File: src/tpr_pkg.sv
// constants and carrier types for the touch panel position readout
package tpr_pkg;

  // ---------------------------------------------------------------
  // register indices (byte address is four times the index)
  // ---------------------------------------------------------------
  localparam logic [7:0] IDX_CTRL = 8'h20;
  localparam logic [7:0] IDX_STATUS = 8'h21;
  localparam logic [7:0] IDX_INTERVAL = 8'h22;
  localparam logic [7:0] IDX_X_ADC = 8'h24;
  localparam logic [7:0] IDX_Y_ADC = 8'h26;
  localparam logic [7:0] IDX_X_DOT = 8'h28;
  localparam logic [7:0] IDX_Y_DOT = 8'h2a;
  localparam logic [7:0] IDX_CAL_A_X_DOT = 8'h2c;
  localparam logic [7:0] IDX_CAL_A_Y_DOT = 8'h2e;
  localparam logic [7:0] IDX_CAL_B_X_DOT = 8'h30;
  localparam logic [7:0] IDX_CAL_A_X_ADC = 8'h38;
  localparam logic [7:0] IDX_CAL_A_Y_ADC = 8'h3a;
  localparam logic [7:0] IDX_X_SCALE = 8'h44;
  localparam logic [7:0] IDX_Y_SCALE = 8'h46;
  localparam logic [7:0] IDX_UNMAPPED = 8'hff;

  // ---------------------------------------------------------------
  // field positions
  // ---------------------------------------------------------------
  localparam int CTRL_PANEL_ENABLE_BIT = 0;
  localparam int CTRL_DOWN_IE_BIT = 1;
  localparam int CTRL_LIFT_IE_BIT = 2;
  localparam int STAT_DOWN_FLAG_BIT = 1;
  localparam int STAT_LIFT_FLAG_BIT = 2;

  // ---------------------------------------------------------------
  // reset values
  // ---------------------------------------------------------------
  localparam logic [7:0] INTERVAL_RESET = 8'h01;
  localparam logic [15:0] REG16_RESET = 16'h0000;
  localparam logic [11:0] ADC12_RESET = 12'h000;
  localparam logic [31:0] RDATA_RESET = 32'h0000_0000;

  // ---------------------------------------------------------------
  // timing and arithmetic
  // ---------------------------------------------------------------
  localparam int CLK_HZ = 10_000_000;
  localparam int SAMPLE_STEP_MS = 20;
  localparam int SAMPLE_STEP_CYCLES = SAMPLE_STEP_MS * (CLK_HZ / 1000);
  localparam int SCALE_DIVISOR = 1000;
  localparam int STABLE_SAMPLES = 3;
  localparam int APPROX_TOL_DEFAULT = 8;

  // ---------------------------------------------------------------
  // types
  // ---------------------------------------------------------------
  typedef struct packed {
    logic contact;
    logic [11:0] x;
    logic [11:0] y;
  } tpr_adc_sample_t;

  typedef enum logic [0:0] {
    TPR_PEN_LIFTED = 1'b0,
    TPR_PEN_TOUCHED = 1'b1
  } tpr_pen_state_t;

endpackage : tpr_pkg

File: src/tpr_touch_panel_readout.sv
// touch panel sampling, pen event detection and register file on ahb-lite
//
// Operation
// (RULE1) lift to touch sets flag, latches positions
// (RULE2) pen-down request when flag set and enabled
// (RULE3) pen-down flag clears on written zero
// (RULE4) touch to lift sets flag, request if enabled
// (RULE5) pen-lift flag clears on zero, one ignored
// (RULE6) both flags read zero after reset
// (RULE7) one-hot field picks 20 to 160 ms
// (RULE8) host writes only single-bit interval values
// (RULE9) interval field resets to 20 ms
// (RULE10) x adc result twelve bits, read-only
// (RULE11) y adc result twelve bits, read-only
// (RULE12) x dot position read-only, valid after calibration
// (RULE13) y dot position read-only, valid after calibration
// (RULE14) point a x dot read-write, resets zero
// (RULE15) point a y dot read-write, resets zero
// (RULE16) point b x dot read-write, resets zero
// (RULE17) pen-down needs three near-equal samples; code accepts three samples near-equal in x alone or in y alone
// (RULE18) dot from scale, point a; skip zero
// (RULE19) sample only while panel enabled; reset off
// (RULE20) results held until next pen-down event
//
// Our own choice: register access over AHB-Lite.
module tpr_touch_panel_readout #(
  parameter int SAMPLE_UNIT_CYCLES = tpr_pkg::SAMPLE_STEP_CYCLES,
  parameter int APPROX_TOL = tpr_pkg::APPROX_TOL_DEFAULT
) (
  input logic hclk,
  input logic hresetn,
  input logic clk_en,
  input logic hsel,
  input logic [31:0] haddr,
  input logic [1:0] htrans,
  input logic hwrite,
  input logic [2:0] hsize,
  input logic [31:0] hwdata,
  input logic hready,
  output logic [31:0] hrdata,
  output logic hreadyout,
  output logic hresp,
  output logic adc_start,
  input logic adc_done,
  input tpr_pkg::tpr_adc_sample_t adc_result,
  output logic pen_down_irq,
  output logic pen_lift_irq
);

  // ---------------------------------------------------------------
  // parameter checks
  // ---------------------------------------------------------------
  localparam int UW = (SAMPLE_UNIT_CYCLES > 2) ? $clog2(SAMPLE_UNIT_CYCLES) : 1;
  localparam logic [UW-1:0] UNIT_LAST = UW'(SAMPLE_UNIT_CYCLES - 1);
  localparam logic [11:0] TOL12 = 12'(APPROX_TOL);

  if (SAMPLE_UNIT_CYCLES < 2 || APPROX_TOL < 0 || APPROX_TOL > 4095) begin : g_bad_param
    $error("tpr_touch_panel_readout: unsupported parameter value");
  end

  // ---------------------------------------------------------------
  // state
  // ---------------------------------------------------------------
  typedef struct packed {
    logic pend;
    logic wr;
    logic [7:0] idx;
    logic [31:0] hrdata;
    logic hreadyout;
    logic hresp;
    logic panel_enable;
    logic down_ie;
    logic lift_ie;
    logic down_flag;
    logic lift_flag;
    logic down_irq;
    logic lift_irq;
    logic [7:0] interval;
    logic [11:0] x_adc;
    logic [11:0] y_adc;
    logic [15:0] x_dot;
    logic [15:0] y_dot;
    logic [15:0] cal_a_x_dot;
    logic [15:0] cal_a_y_dot;
    logic [15:0] cal_b_x_dot;
    logic [11:0] cal_a_x_adc;
    logic [11:0] cal_a_y_adc;
    logic [15:0] x_scale;
    logic [15:0] y_scale;
    logic [UW-1:0] unit_cnt;
    logic [2:0] step_cnt;
    logic busy;
    logic adc_start;
    tpr_pkg::tpr_pen_state_t pen;
    logic [1:0] hist;
    logic [11:0] px1;
    logic [11:0] py1;
    logic [11:0] px2;
    logic [11:0] py2;
  } tpr_state_t;

  tpr_state_t r;
  tpr_state_t next_r;

  // ---------------------------------------------------------------
  // helpers
  // ---------------------------------------------------------------
  function automatic logic tpr_close(input logic [11:0] a, input logic [11:0] b);
    logic [11:0] d;
    d = (a > b) ? (a - b) : (b - a);
    return d <= TOL12;
  endfunction : tpr_close

  function automatic logic [15:0] tpr_dot(
    input logic [11:0] adc,
    input logic [11:0] a_adc,
    input logic [15:0] a_dot,
    input logic [15:0] scale
  );
    logic signed [16:0] diff;
    logic signed [33:0] prod;
    logic signed [33:0] quo;
    diff = $signed({5'b0_0000, adc}) - $signed({5'b0_0000, a_adc});
    prod = diff * $signed({1'b0, scale});
    quo = prod / $signed(34'(tpr_pkg::SCALE_DIVISOR));
    return a_dot + quo[15:0];
  endfunction : tpr_dot

  function automatic logic [2:0] tpr_step_index(input logic [7:0] sel);
    logic [2:0] idx;
    idx = 3'd0;
    for (int i = 7; i >= 0; i--) begin
      if (sel[i]) begin
        idx = 3'(i);
      end
    end
    return idx;
  endfunction : tpr_step_index

  // ---------------------------------------------------------------
  // next state
  // ---------------------------------------------------------------
  logic accept;
  logic do_write;
  logic status_wr;
  logic down_set;
  logic lift_set;
  logic stable;
  logic [31:0] rd;

  always_comb begin
    next_r = r;
    next_r.adc_start = 1'b0;
    down_set = 1'b0;
    lift_set = 1'b0;
    stable = 1'b0;
    rd = 32'h0000_0000;
    accept = hsel & htrans[1] & hready;
    do_write = r.pend & r.wr;
    status_wr = do_write && (r.idx == tpr_pkg::IDX_STATUS);

    // read mux, reserved bits zero
    case (r.idx)
      tpr_pkg::IDX_CTRL: begin
        rd[tpr_pkg::CTRL_PANEL_ENABLE_BIT] = r.panel_enable;
        rd[tpr_pkg::CTRL_DOWN_IE_BIT] = r.down_ie;
        rd[tpr_pkg::CTRL_LIFT_IE_BIT] = r.lift_ie;
      end
      tpr_pkg::IDX_STATUS: begin
        rd[tpr_pkg::STAT_DOWN_FLAG_BIT] = r.down_flag;
        rd[tpr_pkg::STAT_LIFT_FLAG_BIT] = r.lift_flag;
      end
      tpr_pkg::IDX_INTERVAL: rd[7:0] = r.interval;
      tpr_pkg::IDX_X_ADC: rd[11:0] = r.x_adc; // [RULE10]
      tpr_pkg::IDX_Y_ADC: rd[11:0] = r.y_adc; // [RULE11]
      tpr_pkg::IDX_X_DOT: rd[15:0] = r.x_dot; // [RULE12]
      tpr_pkg::IDX_Y_DOT: rd[15:0] = r.y_dot; // [RULE13]
      tpr_pkg::IDX_CAL_A_X_DOT: rd[15:0] = r.cal_a_x_dot;
      tpr_pkg::IDX_CAL_A_Y_DOT: rd[15:0] = r.cal_a_y_dot;
      tpr_pkg::IDX_CAL_B_X_DOT: rd[15:0] = r.cal_b_x_dot;
      tpr_pkg::IDX_CAL_A_X_ADC: rd[11:0] = r.cal_a_x_adc;
      tpr_pkg::IDX_CAL_A_Y_ADC: rd[11:0] = r.cal_a_y_adc;
      tpr_pkg::IDX_X_SCALE: rd[15:0] = r.x_scale;
      tpr_pkg::IDX_Y_SCALE: rd[15:0] = r.y_scale;
      default: rd = 32'h0000_0000;
    endcase

    // -------------------------------------------------------------
    // bus slave: one wait state, then data phase completes
    // -------------------------------------------------------------
    if (r.pend) begin
      next_r.pend = 1'b0;
      next_r.hreadyout = 1'b1;
      if (!r.wr) begin
        next_r.hrdata = rd;
      end
    end
    if (do_write) begin
      case (r.idx)
        tpr_pkg::IDX_CTRL: begin
          next_r.panel_enable = hwdata[tpr_pkg::CTRL_PANEL_ENABLE_BIT];
          next_r.down_ie = hwdata[tpr_pkg::CTRL_DOWN_IE_BIT];
          next_r.lift_ie = hwdata[tpr_pkg::CTRL_LIFT_IE_BIT];
        end
        tpr_pkg::IDX_INTERVAL: next_r.interval = hwdata[7:0]; // [RULE8]
        tpr_pkg::IDX_CAL_A_X_DOT: next_r.cal_a_x_dot = hwdata[15:0]; // [RULE14]
        tpr_pkg::IDX_CAL_A_Y_DOT: next_r.cal_a_y_dot = hwdata[15:0]; // [RULE15]
        tpr_pkg::IDX_CAL_B_X_DOT: next_r.cal_b_x_dot = hwdata[15:0]; // [RULE16]
        tpr_pkg::IDX_CAL_A_X_ADC: next_r.cal_a_x_adc = hwdata[11:0];
        tpr_pkg::IDX_CAL_A_Y_ADC: next_r.cal_a_y_adc = hwdata[11:0];
        tpr_pkg::IDX_X_SCALE: next_r.x_scale = hwdata[15:0];
        tpr_pkg::IDX_Y_SCALE: next_r.y_scale = hwdata[15:0];
        default: next_r.pend = 1'b0;
      endcase
    end
    if (accept) begin
      next_r.pend = 1'b1;
      next_r.hreadyout = 1'b0;
      next_r.wr = hwrite;
      next_r.idx = (haddr[31:10] == 22'd0) ? haddr[9:2] : tpr_pkg::IDX_UNMAPPED;
    end

    // -------------------------------------------------------------
    // sampling timer
    // -------------------------------------------------------------
    if (!r.panel_enable) begin
      next_r.unit_cnt = '0; // [RULE19]
      next_r.step_cnt = 3'd0;
      next_r.busy = 1'b0;
      next_r.hist = 2'd0;
      next_r.pen = tpr_pkg::TPR_PEN_LIFTED;
    end else begin
      if (r.unit_cnt == UNIT_LAST) begin
        next_r.unit_cnt = '0;
        if (r.step_cnt >= tpr_step_index(r.interval)) begin
          next_r.step_cnt = 3'd0; // [RULE7]
          if (!r.busy) begin
            next_r.adc_start = 1'b1;
            next_r.busy = 1'b1;
          end
        end else begin
          next_r.step_cnt = r.step_cnt + 3'd1;
        end
      end else begin
        next_r.unit_cnt = r.unit_cnt + UW'(1);
      end

      // -----------------------------------------------------------
      // pen detection on each conversion
      // -----------------------------------------------------------
      if (r.busy && adc_done) begin
        next_r.busy = 1'b0;
        if (adc_result.contact) begin
          next_r.px1 = adc_result.x;
          next_r.py1 = adc_result.y;
          next_r.px2 = r.px1;
          next_r.py2 = r.py1;
          next_r.hist = (r.hist == 2'd2) ? 2'd2 : r.hist + 2'd1;
          stable = (r.hist == 2'(tpr_pkg::STABLE_SAMPLES - 1)) && // [RULE17]
                   ((tpr_close(adc_result.x, r.px1) && tpr_close(adc_result.x, r.px2) &&
                     tpr_close(r.px1, r.px2)) ||
                    (tpr_close(adc_result.y, r.py1) && tpr_close(adc_result.y, r.py2) &&
                     tpr_close(r.py1, r.py2)));
          if (stable && r.pen == tpr_pkg::TPR_PEN_LIFTED) begin
            next_r.pen = tpr_pkg::TPR_PEN_TOUCHED;
            down_set = 1'b1; // [RULE1]
            next_r.x_adc = adc_result.x; // [RULE20]
            next_r.y_adc = adc_result.y;
            if (r.x_scale != 16'h0000) begin
              next_r.x_dot = tpr_dot(adc_result.x, r.cal_a_x_adc, r.cal_a_x_dot,
                                     r.x_scale); // [RULE18]
            end
            if (r.y_scale != 16'h0000) begin
              next_r.y_dot = tpr_dot(adc_result.y, r.cal_a_y_adc, r.cal_a_y_dot,
                                     r.y_scale);
            end
          end
        end else begin
          next_r.hist = 2'd0;
          if (r.pen == tpr_pkg::TPR_PEN_TOUCHED) begin
            next_r.pen = tpr_pkg::TPR_PEN_LIFTED;
            lift_set = 1'b1; // [RULE4]
          end
        end
      end
    end

    // -------------------------------------------------------------
    // flags: set wins over a clearing write
    // -------------------------------------------------------------
    next_r.down_flag = down_set | (r.down_flag &
      ~(status_wr & ~hwdata[tpr_pkg::STAT_DOWN_FLAG_BIT])); // [RULE3]
    next_r.lift_flag = lift_set | (r.lift_flag &
      ~(status_wr & ~hwdata[tpr_pkg::STAT_LIFT_FLAG_BIT])); // [RULE5]
    next_r.down_irq = next_r.down_flag & next_r.down_ie; // [RULE2]
    next_r.lift_irq = next_r.lift_flag & next_r.lift_ie; // [RULE4]
  end

  // ---------------------------------------------------------------
  // registers
  // ---------------------------------------------------------------
  always_ff @(posedge hclk or negedge hresetn) begin
    if (!hresetn) begin
      r <= '0;
      r.hreadyout <= 1'b1;
      r.hrdata <= tpr_pkg::RDATA_RESET;
      r.down_flag <= 1'b0; // [RULE6]
      r.lift_flag <= 1'b0;
      r.interval <= tpr_pkg::INTERVAL_RESET; // [RULE9]
      r.cal_a_x_dot <= tpr_pkg::REG16_RESET;
      r.cal_a_y_dot <= tpr_pkg::REG16_RESET;
      r.cal_b_x_dot <= tpr_pkg::REG16_RESET;
      r.x_adc <= tpr_pkg::ADC12_RESET;
      r.y_adc <= tpr_pkg::ADC12_RESET;
      r.pen <= tpr_pkg::TPR_PEN_LIFTED;
    end else if (clk_en) begin
      r <= next_r;
    end
  end

  // ---------------------------------------------------------------
  // outputs
  // ---------------------------------------------------------------
  assign hrdata = r.hrdata;
  assign hreadyout = r.hreadyout;
  assign hresp = r.hresp;
  assign adc_start = r.adc_start;
  assign pen_down_irq = r.down_irq;
  assign pen_lift_irq = r.lift_irq;

endmodule : tpr_touch_panel_readout

File: config.mk
export PLATFORM = sky130hd
export DESIGN_NAME = tpr_touch_panel_readout
export DESIGN_NICKNAME = d
export VERILOG_FILES = /design/src/tpr_pkg.sv /design/src/tpr_touch_panel_readout.sv
export SDC_FILE = /design/constraint.sdc
export NUM_CORES = 2
export LEC_CHECK = 0
export ABC_CLOCK_PERIOD_IN_PS = 53300
export BUFFER_PORTS_ARGS = -buffer_cell sky130_fd_sc_hd__buf_2
export CELL_PAD_IN_SITES_DETAIL_PLACEMENT = 2
export CELL_PAD_IN_SITES_GLOBAL_PLACEMENT = 2
export CORE_MARGIN = 10
export CORE_UTILIZATION = 40
export DETAILED_ROUTE_END_ITERATION = 12
export PLACE_DENSITY = 0.83
export SKIP_LAST_GASP = 1
export SYNTH_ARGS = -nofsm -noshare
export SYNTH_HDL_FRONTEND = slang
export SYNTH_SLANG_ARGS = --single-unit
File: constraint.sdc
create_clock -name hclk -period 53.3 [get_ports hclk]
set_clock_uncertainty 0.2 [all_clocks]
set_input_delay 5.33 -clock hclk [delete_from_list [all_inputs] [get_ports hclk]]
set_output_delay 5.33 -clock hclk [all_outputs]
set_load 0.02 [all_outputs]
### After elaboration in Yosys (flattened, before gate mapping)

Index checks and enable logic that the tools add are counted.

| storage, ports and cells | value |
|---|---|
| output and inout port bits | 37 |
| logic and storage cells | 190 |
| input bits | 101 |
| register bits after elaboration | 276 |

| cells by class | value |
|---|---|
| equality and inequality tests | 21 |
| reduce and logical (&&, ||, !) cells | 33 |
| add/subtract/negate cells | 19 |
| bitwise gates (word level) | 17 |
| div/mod/pow operators | 2 |
| mux-type cells | 49 |
| order comparisons | 13 |
| $mul | 2 |

Operators with widths:

| kind | number |
|---|---|
| $sub A12 B12 Y12 | 12 |
| $eq A8 B6 Y1 const B | 12 |
| $gt A12 B12 Y1 | 6 |
| $le A12 B4 Y1 const B | 6 |
| $mux W12 | 6 |
| $div A34 B11 Y34 const B | 2 |
| $mul A13 B17 Y30 | 2 |
| $pmux W5 S12 | 1 |
| $mux W51 | 1 |
| $mux W48 | 1 |
| $pmux W4 S11 | 1 |
| $mux W3 | 13 |
| $reduce_and A3 Y1 | 12 |
| $add A16 B16 Y16 | 2 |
| $reduce_bool A16 Y1 | 2 |
| $pmux W2 S14 | 1 |
| $pmux W4 S7 | 1 |
| $sub A12 B12 Y13 | 2 |
| $logic_not A22 Y1 | 1 |
| $mux W22 | 1 |
| $add A18 B1 Y18 const B | 1 |
| $eq A18 B18 Y1 const B | 1 |
| $mux W18 | 1 |
| $eq A8 B7 Y1 const B | 2 |
| other kinds (23) | 66 |

### Depth between registers and ports, before layout

| depth | value |
|---|---|
| depth in word-level cells | 15 |
| mapped depth | 116 |
| mapped depth without buffers | 104 |

### Least setup slack after synthesis

OpenSTA, ideal clock, no wires.

| path | value |
|---|---|
| kind | input to register |
| start point | input port adc_result[1] (netlist bit) |
| end point | register r[193] (netlist bit) |
| arrival time | 29.837 ns |
| setup time | 0.130 ns |
| buffers on the path | 6 |
| required time | 52.970 ns |
| path slack | 23.134 ns |
| stages on the path | 105 |
| path through | ha_1 nor2b_1 o21ai_0 nand2b_1 a21o_1 a21o_1 a21o_1 a21o_1 a21o_1 a21o_1 a21o_1 a21oi_1 xnor2_1 clkbuf_1 nand2_1 fa_1 fa_1 inv_1 [... 69 more ...] a21o_1 a21o_1 a21o_1 a21oi_1 o21bai_1 a21oi_1 o21bai_1 a21oi_1 o21bai_1 a21oi_1 o21bai_1 a21oi_1 o21bai_1 a21oi_1 xnor2_1 xnor2_1 xnor2_1 o21ai_1 |

| on the way | value |
|---|---|
| word-level cells in the longest chain between the ends | 9 |
| elaborated cells on any way between the ends | 20 |
| those cells by class | add/sub (6); mul (1); div (1); order compare (4); mux (2); reduce/logical (6) |

Ends and longest elaborated chain:

| element | line | RTL |
|---|---|---|
| start, declared | tpr_touch_panel_readout.sv:45 | `input tpr_pkg::tpr_adc_sample_t adc_result,` |
| branches (longest 9 deep; another with $div A34 B11 Y34) | - |  |
| end signal, assigned | tpr_touch_panel_readout.sv:317 | `r <= next_r;` |
| end, declared | tpr_touch_panel_readout.sv:102 | `tpr_state_t r;` |

Several ways; the timed one is not identified.
A chain may end at the register's enable or synchronous reset.

### Final worst setup path

| path | value |
|---|---|
| start point | input port adc_result[0] (netlist bit) |
| end point | register r[193] (netlist bit) |

The elaborated chain is that of the path after synthesis.

==> flow_metrics.py <==
metrics = {
    "clocking": {
        "clk_root_buffer_cell": "clkbuf_16",
        "cts.htree.levels": 1,
        "cts_buffer_depth": 3,
        "clock_insertion_delay_worst_skew_ns": 0.61,
        "post_cts_repair_resize_count": 0,
        "cts_setup_buffers": 0,
        "clock_slew_at_the_register_clock_pins_of_the_worst_setup_and_hold_paths_ns": 0.06,
        "ctsHoldBuffers": 0,
        "cts_tree": "built",
        "cts-buffers-inserted": 31,
        "cts.sink_count": 276,
    },
    "worst_hold_path": {
        "path_category_of_the_worst_min_delay_check": "flip-flop to flip-flop",
    },
    "global_route": {
        "globalRouteTotalUtil": 0.2893,
        "grt_pass1_wl_mm": 312.7,
        "grt_overflow": 0,
        "number_of_antenna_violations_at_the_first_check_in_global_routing": 11,
        "grt_start_max_net_pins": 108,
        "via_count_of_the_first_global_routing_pass": 52279,
    },
    "synthesis": {
        "synth.avg_cell_area_um2": 8.292,
        "synth-edff-count": 0,
        "netlist.area_leader.share": 0.1436,
        "synth.top_cells.by_area": "dfrtp_1 (14%), fa_1 (13%), ha_1 (11%), nand2_1 (5.0%), xnor2_1 (3.9%)",
        "yosys.area.top_type": "dfrtp_1",
        "async_flop_share": 1.000,
        "synthFlopType": "dfrtp_1",
        "yosysUniqueCellTypes": 155,
        "synth_warnings": 0,
        "post_synth_instance_area_um2": 47760,
        "fraction_of_the_yosys_area_taken_by_sequential_cells": 0.1447,
        "synth.ff_latch_count": 276,
        "netlist_instances": 5760,
    },
    "route": {
        "wire_per_inst_um": 27.09,
        "drt_iter0_markers": 3521,
        "drt.antenna.violating_nets": 0,
        "drt_first_pass_iters": 6,
        "detail_route.wirelength_mm": 197.1,
        "detailroute.via_count": 46445,
        "route.detailed.vias_per_inst": 6.382,
        "drc": 0,
    },
    "setup_path": {
        "worst-path-max-fanout": 21,
        "crit_type": "primary input to flip-flop",
        "worstPathArrival_ns": 38.11,
        "critPathSlowestCell": "o21ai_0",
        "timing.critical_path.mode_cell": "a21o_1",
        "timing.critical_path.required_ns": 53.54,
        "type_of_origin_of_the_critical_path": "primary input",
        "cp-end-kind": "flip-flop",
        "slowest_delay_ns": 0.87,
    },
    "sta": {
        "finalSetupTns_ns": 0,
        "max-slew-margin-rel": 0.1516,
        "final_slew_viol_count": 0,
        "final-hold-violation-count": 0,
        "setup_violations_final": 0,
        "max_clock_freq_mhz": 26.40,
        "fin_ws_ns": 15.43,
        "max_slew.worst_pin.slew_ns": 1.272,
        "final_min_period_over_clock_period": 0.7106,
        "timing.final.crit_period_ns": 37.87,
        "grt_setup_unrepaired": "no",
        "holdWs_ns": 0.3125,
    },
    "finish": {
        "register_area_um2": 6909,
        "fillCellCount": 13273,
        "instances_no_fill": 7277,
        "layout-drive-gt1-share": 0.09899,
        "area_delta_synth_final_pct": 6.020,
        "layout.nets": 6536,
        "layout_common_cells": "nand2_1 (637), inv_1 (490), ha_1 (409)",
        "layout_commonest_cell": "nand2_1",
        "total_area_of_multi_input_combinational_cells_um2": 38030,
    },
    "floorplan": {
        "initial_core_util": 0.4039,
        "ios": 138,
        "rows": 126,
        "dieArea_um2": 133600,
        "core_um2": 118200,
        "dieHeight_um": 365.5,
        "die_x_um": 365.5,
    },
    "placement": {
        "portBuffers": 98,
        "place_worst_setup_slack_ns": 15.47,
        "dp.final_hpwl_mm": 150.1,
        "gp_routability_congestion": 0.8716,
        "place.detailed.instances": 7217,
    },
    "status": {
        "outcome": "completed",
    },
    "run": {
        "drv.max_cap_violation_count": 0,
    },
}
[cell usage after synthesis (all sizes together) (53+ instances only)]
library cell and number:
a211oi 61, a21o 131, a21oi 262, a31oi 85, and2 157, and3 53, buf 83, clkbuf 161
dfrtp 274, fa 312, ha 409, inv 490, mux2 146, mux2i 103, nand2 638, nand2b 86
nand3 122, nand4 62, nor2 357, nor2b 79, nor3 108, nor4 67, o21ai 347, xnor2 215
xor2 101
[kinds of logic after synthesis]
family / share of synthesized area
adders and majority gates: 0.2405
DFF: 0.1447
and+or+nand+nor: 0.2018
other: 0.00007852
muxes: 0.05721
xor gates and xnor gates: 0.05866
AOI/OAI and AO/OA: 0.2343
buffers and inverters: 0.06272
[flip-flops by register name, summed over array words and instances (netlist names)]
register,cells
pen_lift_irq,1
adc_start,1
hrdata,16
pen_down_irq,1
r,256
hreadyout,1
[path summary, 6_finish.rpt]
path | cells past startpoint | from | slack (ns) | to
max | 102 | adc_result[0] | 15.43 | r[193]$_DFFE_PN0P_
min | 1 | r[132]$_DFFE_PN0P_ | 0.31 | r[132]$_DFFE_PN0P_
max reg2reg | 102 | r[107]$_DFFE_PN0P_ | 20.06 | r[193]$_DFFE_PN0P_
min reg2reg | 1 | r[132]$_DFFE_PN0P_ | 0.31 | r[132]$_DFFE_PN0P_
max in group asynchronous | 4 | hresetn | 45.43 | r[130]$_DFFE_PN0P_
min in group asynchronous | 1 | hresetn | 4.56 | r[14]$_DFFE_PN0P_
[worst max-delay path: cells and delay by family]
family	cells	cell delay, ns
XOR/XNOR	3	0.50
AND/OR/NAND/NOR	19	5.70
multiplexers	6	2.31
adder cells (fa/ha/maj)	12	5.29
AO/OA/AOI/OAI	55	17.95
buffers and inverters	7	0.91
[metal layers]
layer | up-vias | part of all wire | global-route usage
met2 | 1484 | 0.50 | 0.5166
li1 | 20507 | - | -
met5 | - | 0.00023 | 0
met1 | 23930 | 0.41 | 0.3537
met4 | 8 | 0.042 | 0.1095
met3 | 516 | 0.050 | 0.03287
[per-stage QoR]
stage	utilization	area, um2
CTS	0.4282	50630
finish	0.4283	50640
global route	0.4282	50630
floorplan	-	47820
global placement	0.4194	49590
detailed placement	0.4194	49590
[layout make-up]
| cell class | instances | area share |
|---|---|---|
| multi-input cells | 4765 | 0.7510 |
| flip-flops and latches | 276 | 0.1364 |
| well taps | 1536 | 0.03795 |
| inverters | 491 | 0.03640 |
| repair buffers | 149 | 0.01745 |
| clock buffers | 46 | 0.01722 |
| clock inverters | 11 | 0.003336 |
| diodes | 3 | 0.0001483 |
Power is left out: the tool's default activity adds up to more than one toggle a clock period on the data nets, which glitch-free logic cannot reach.
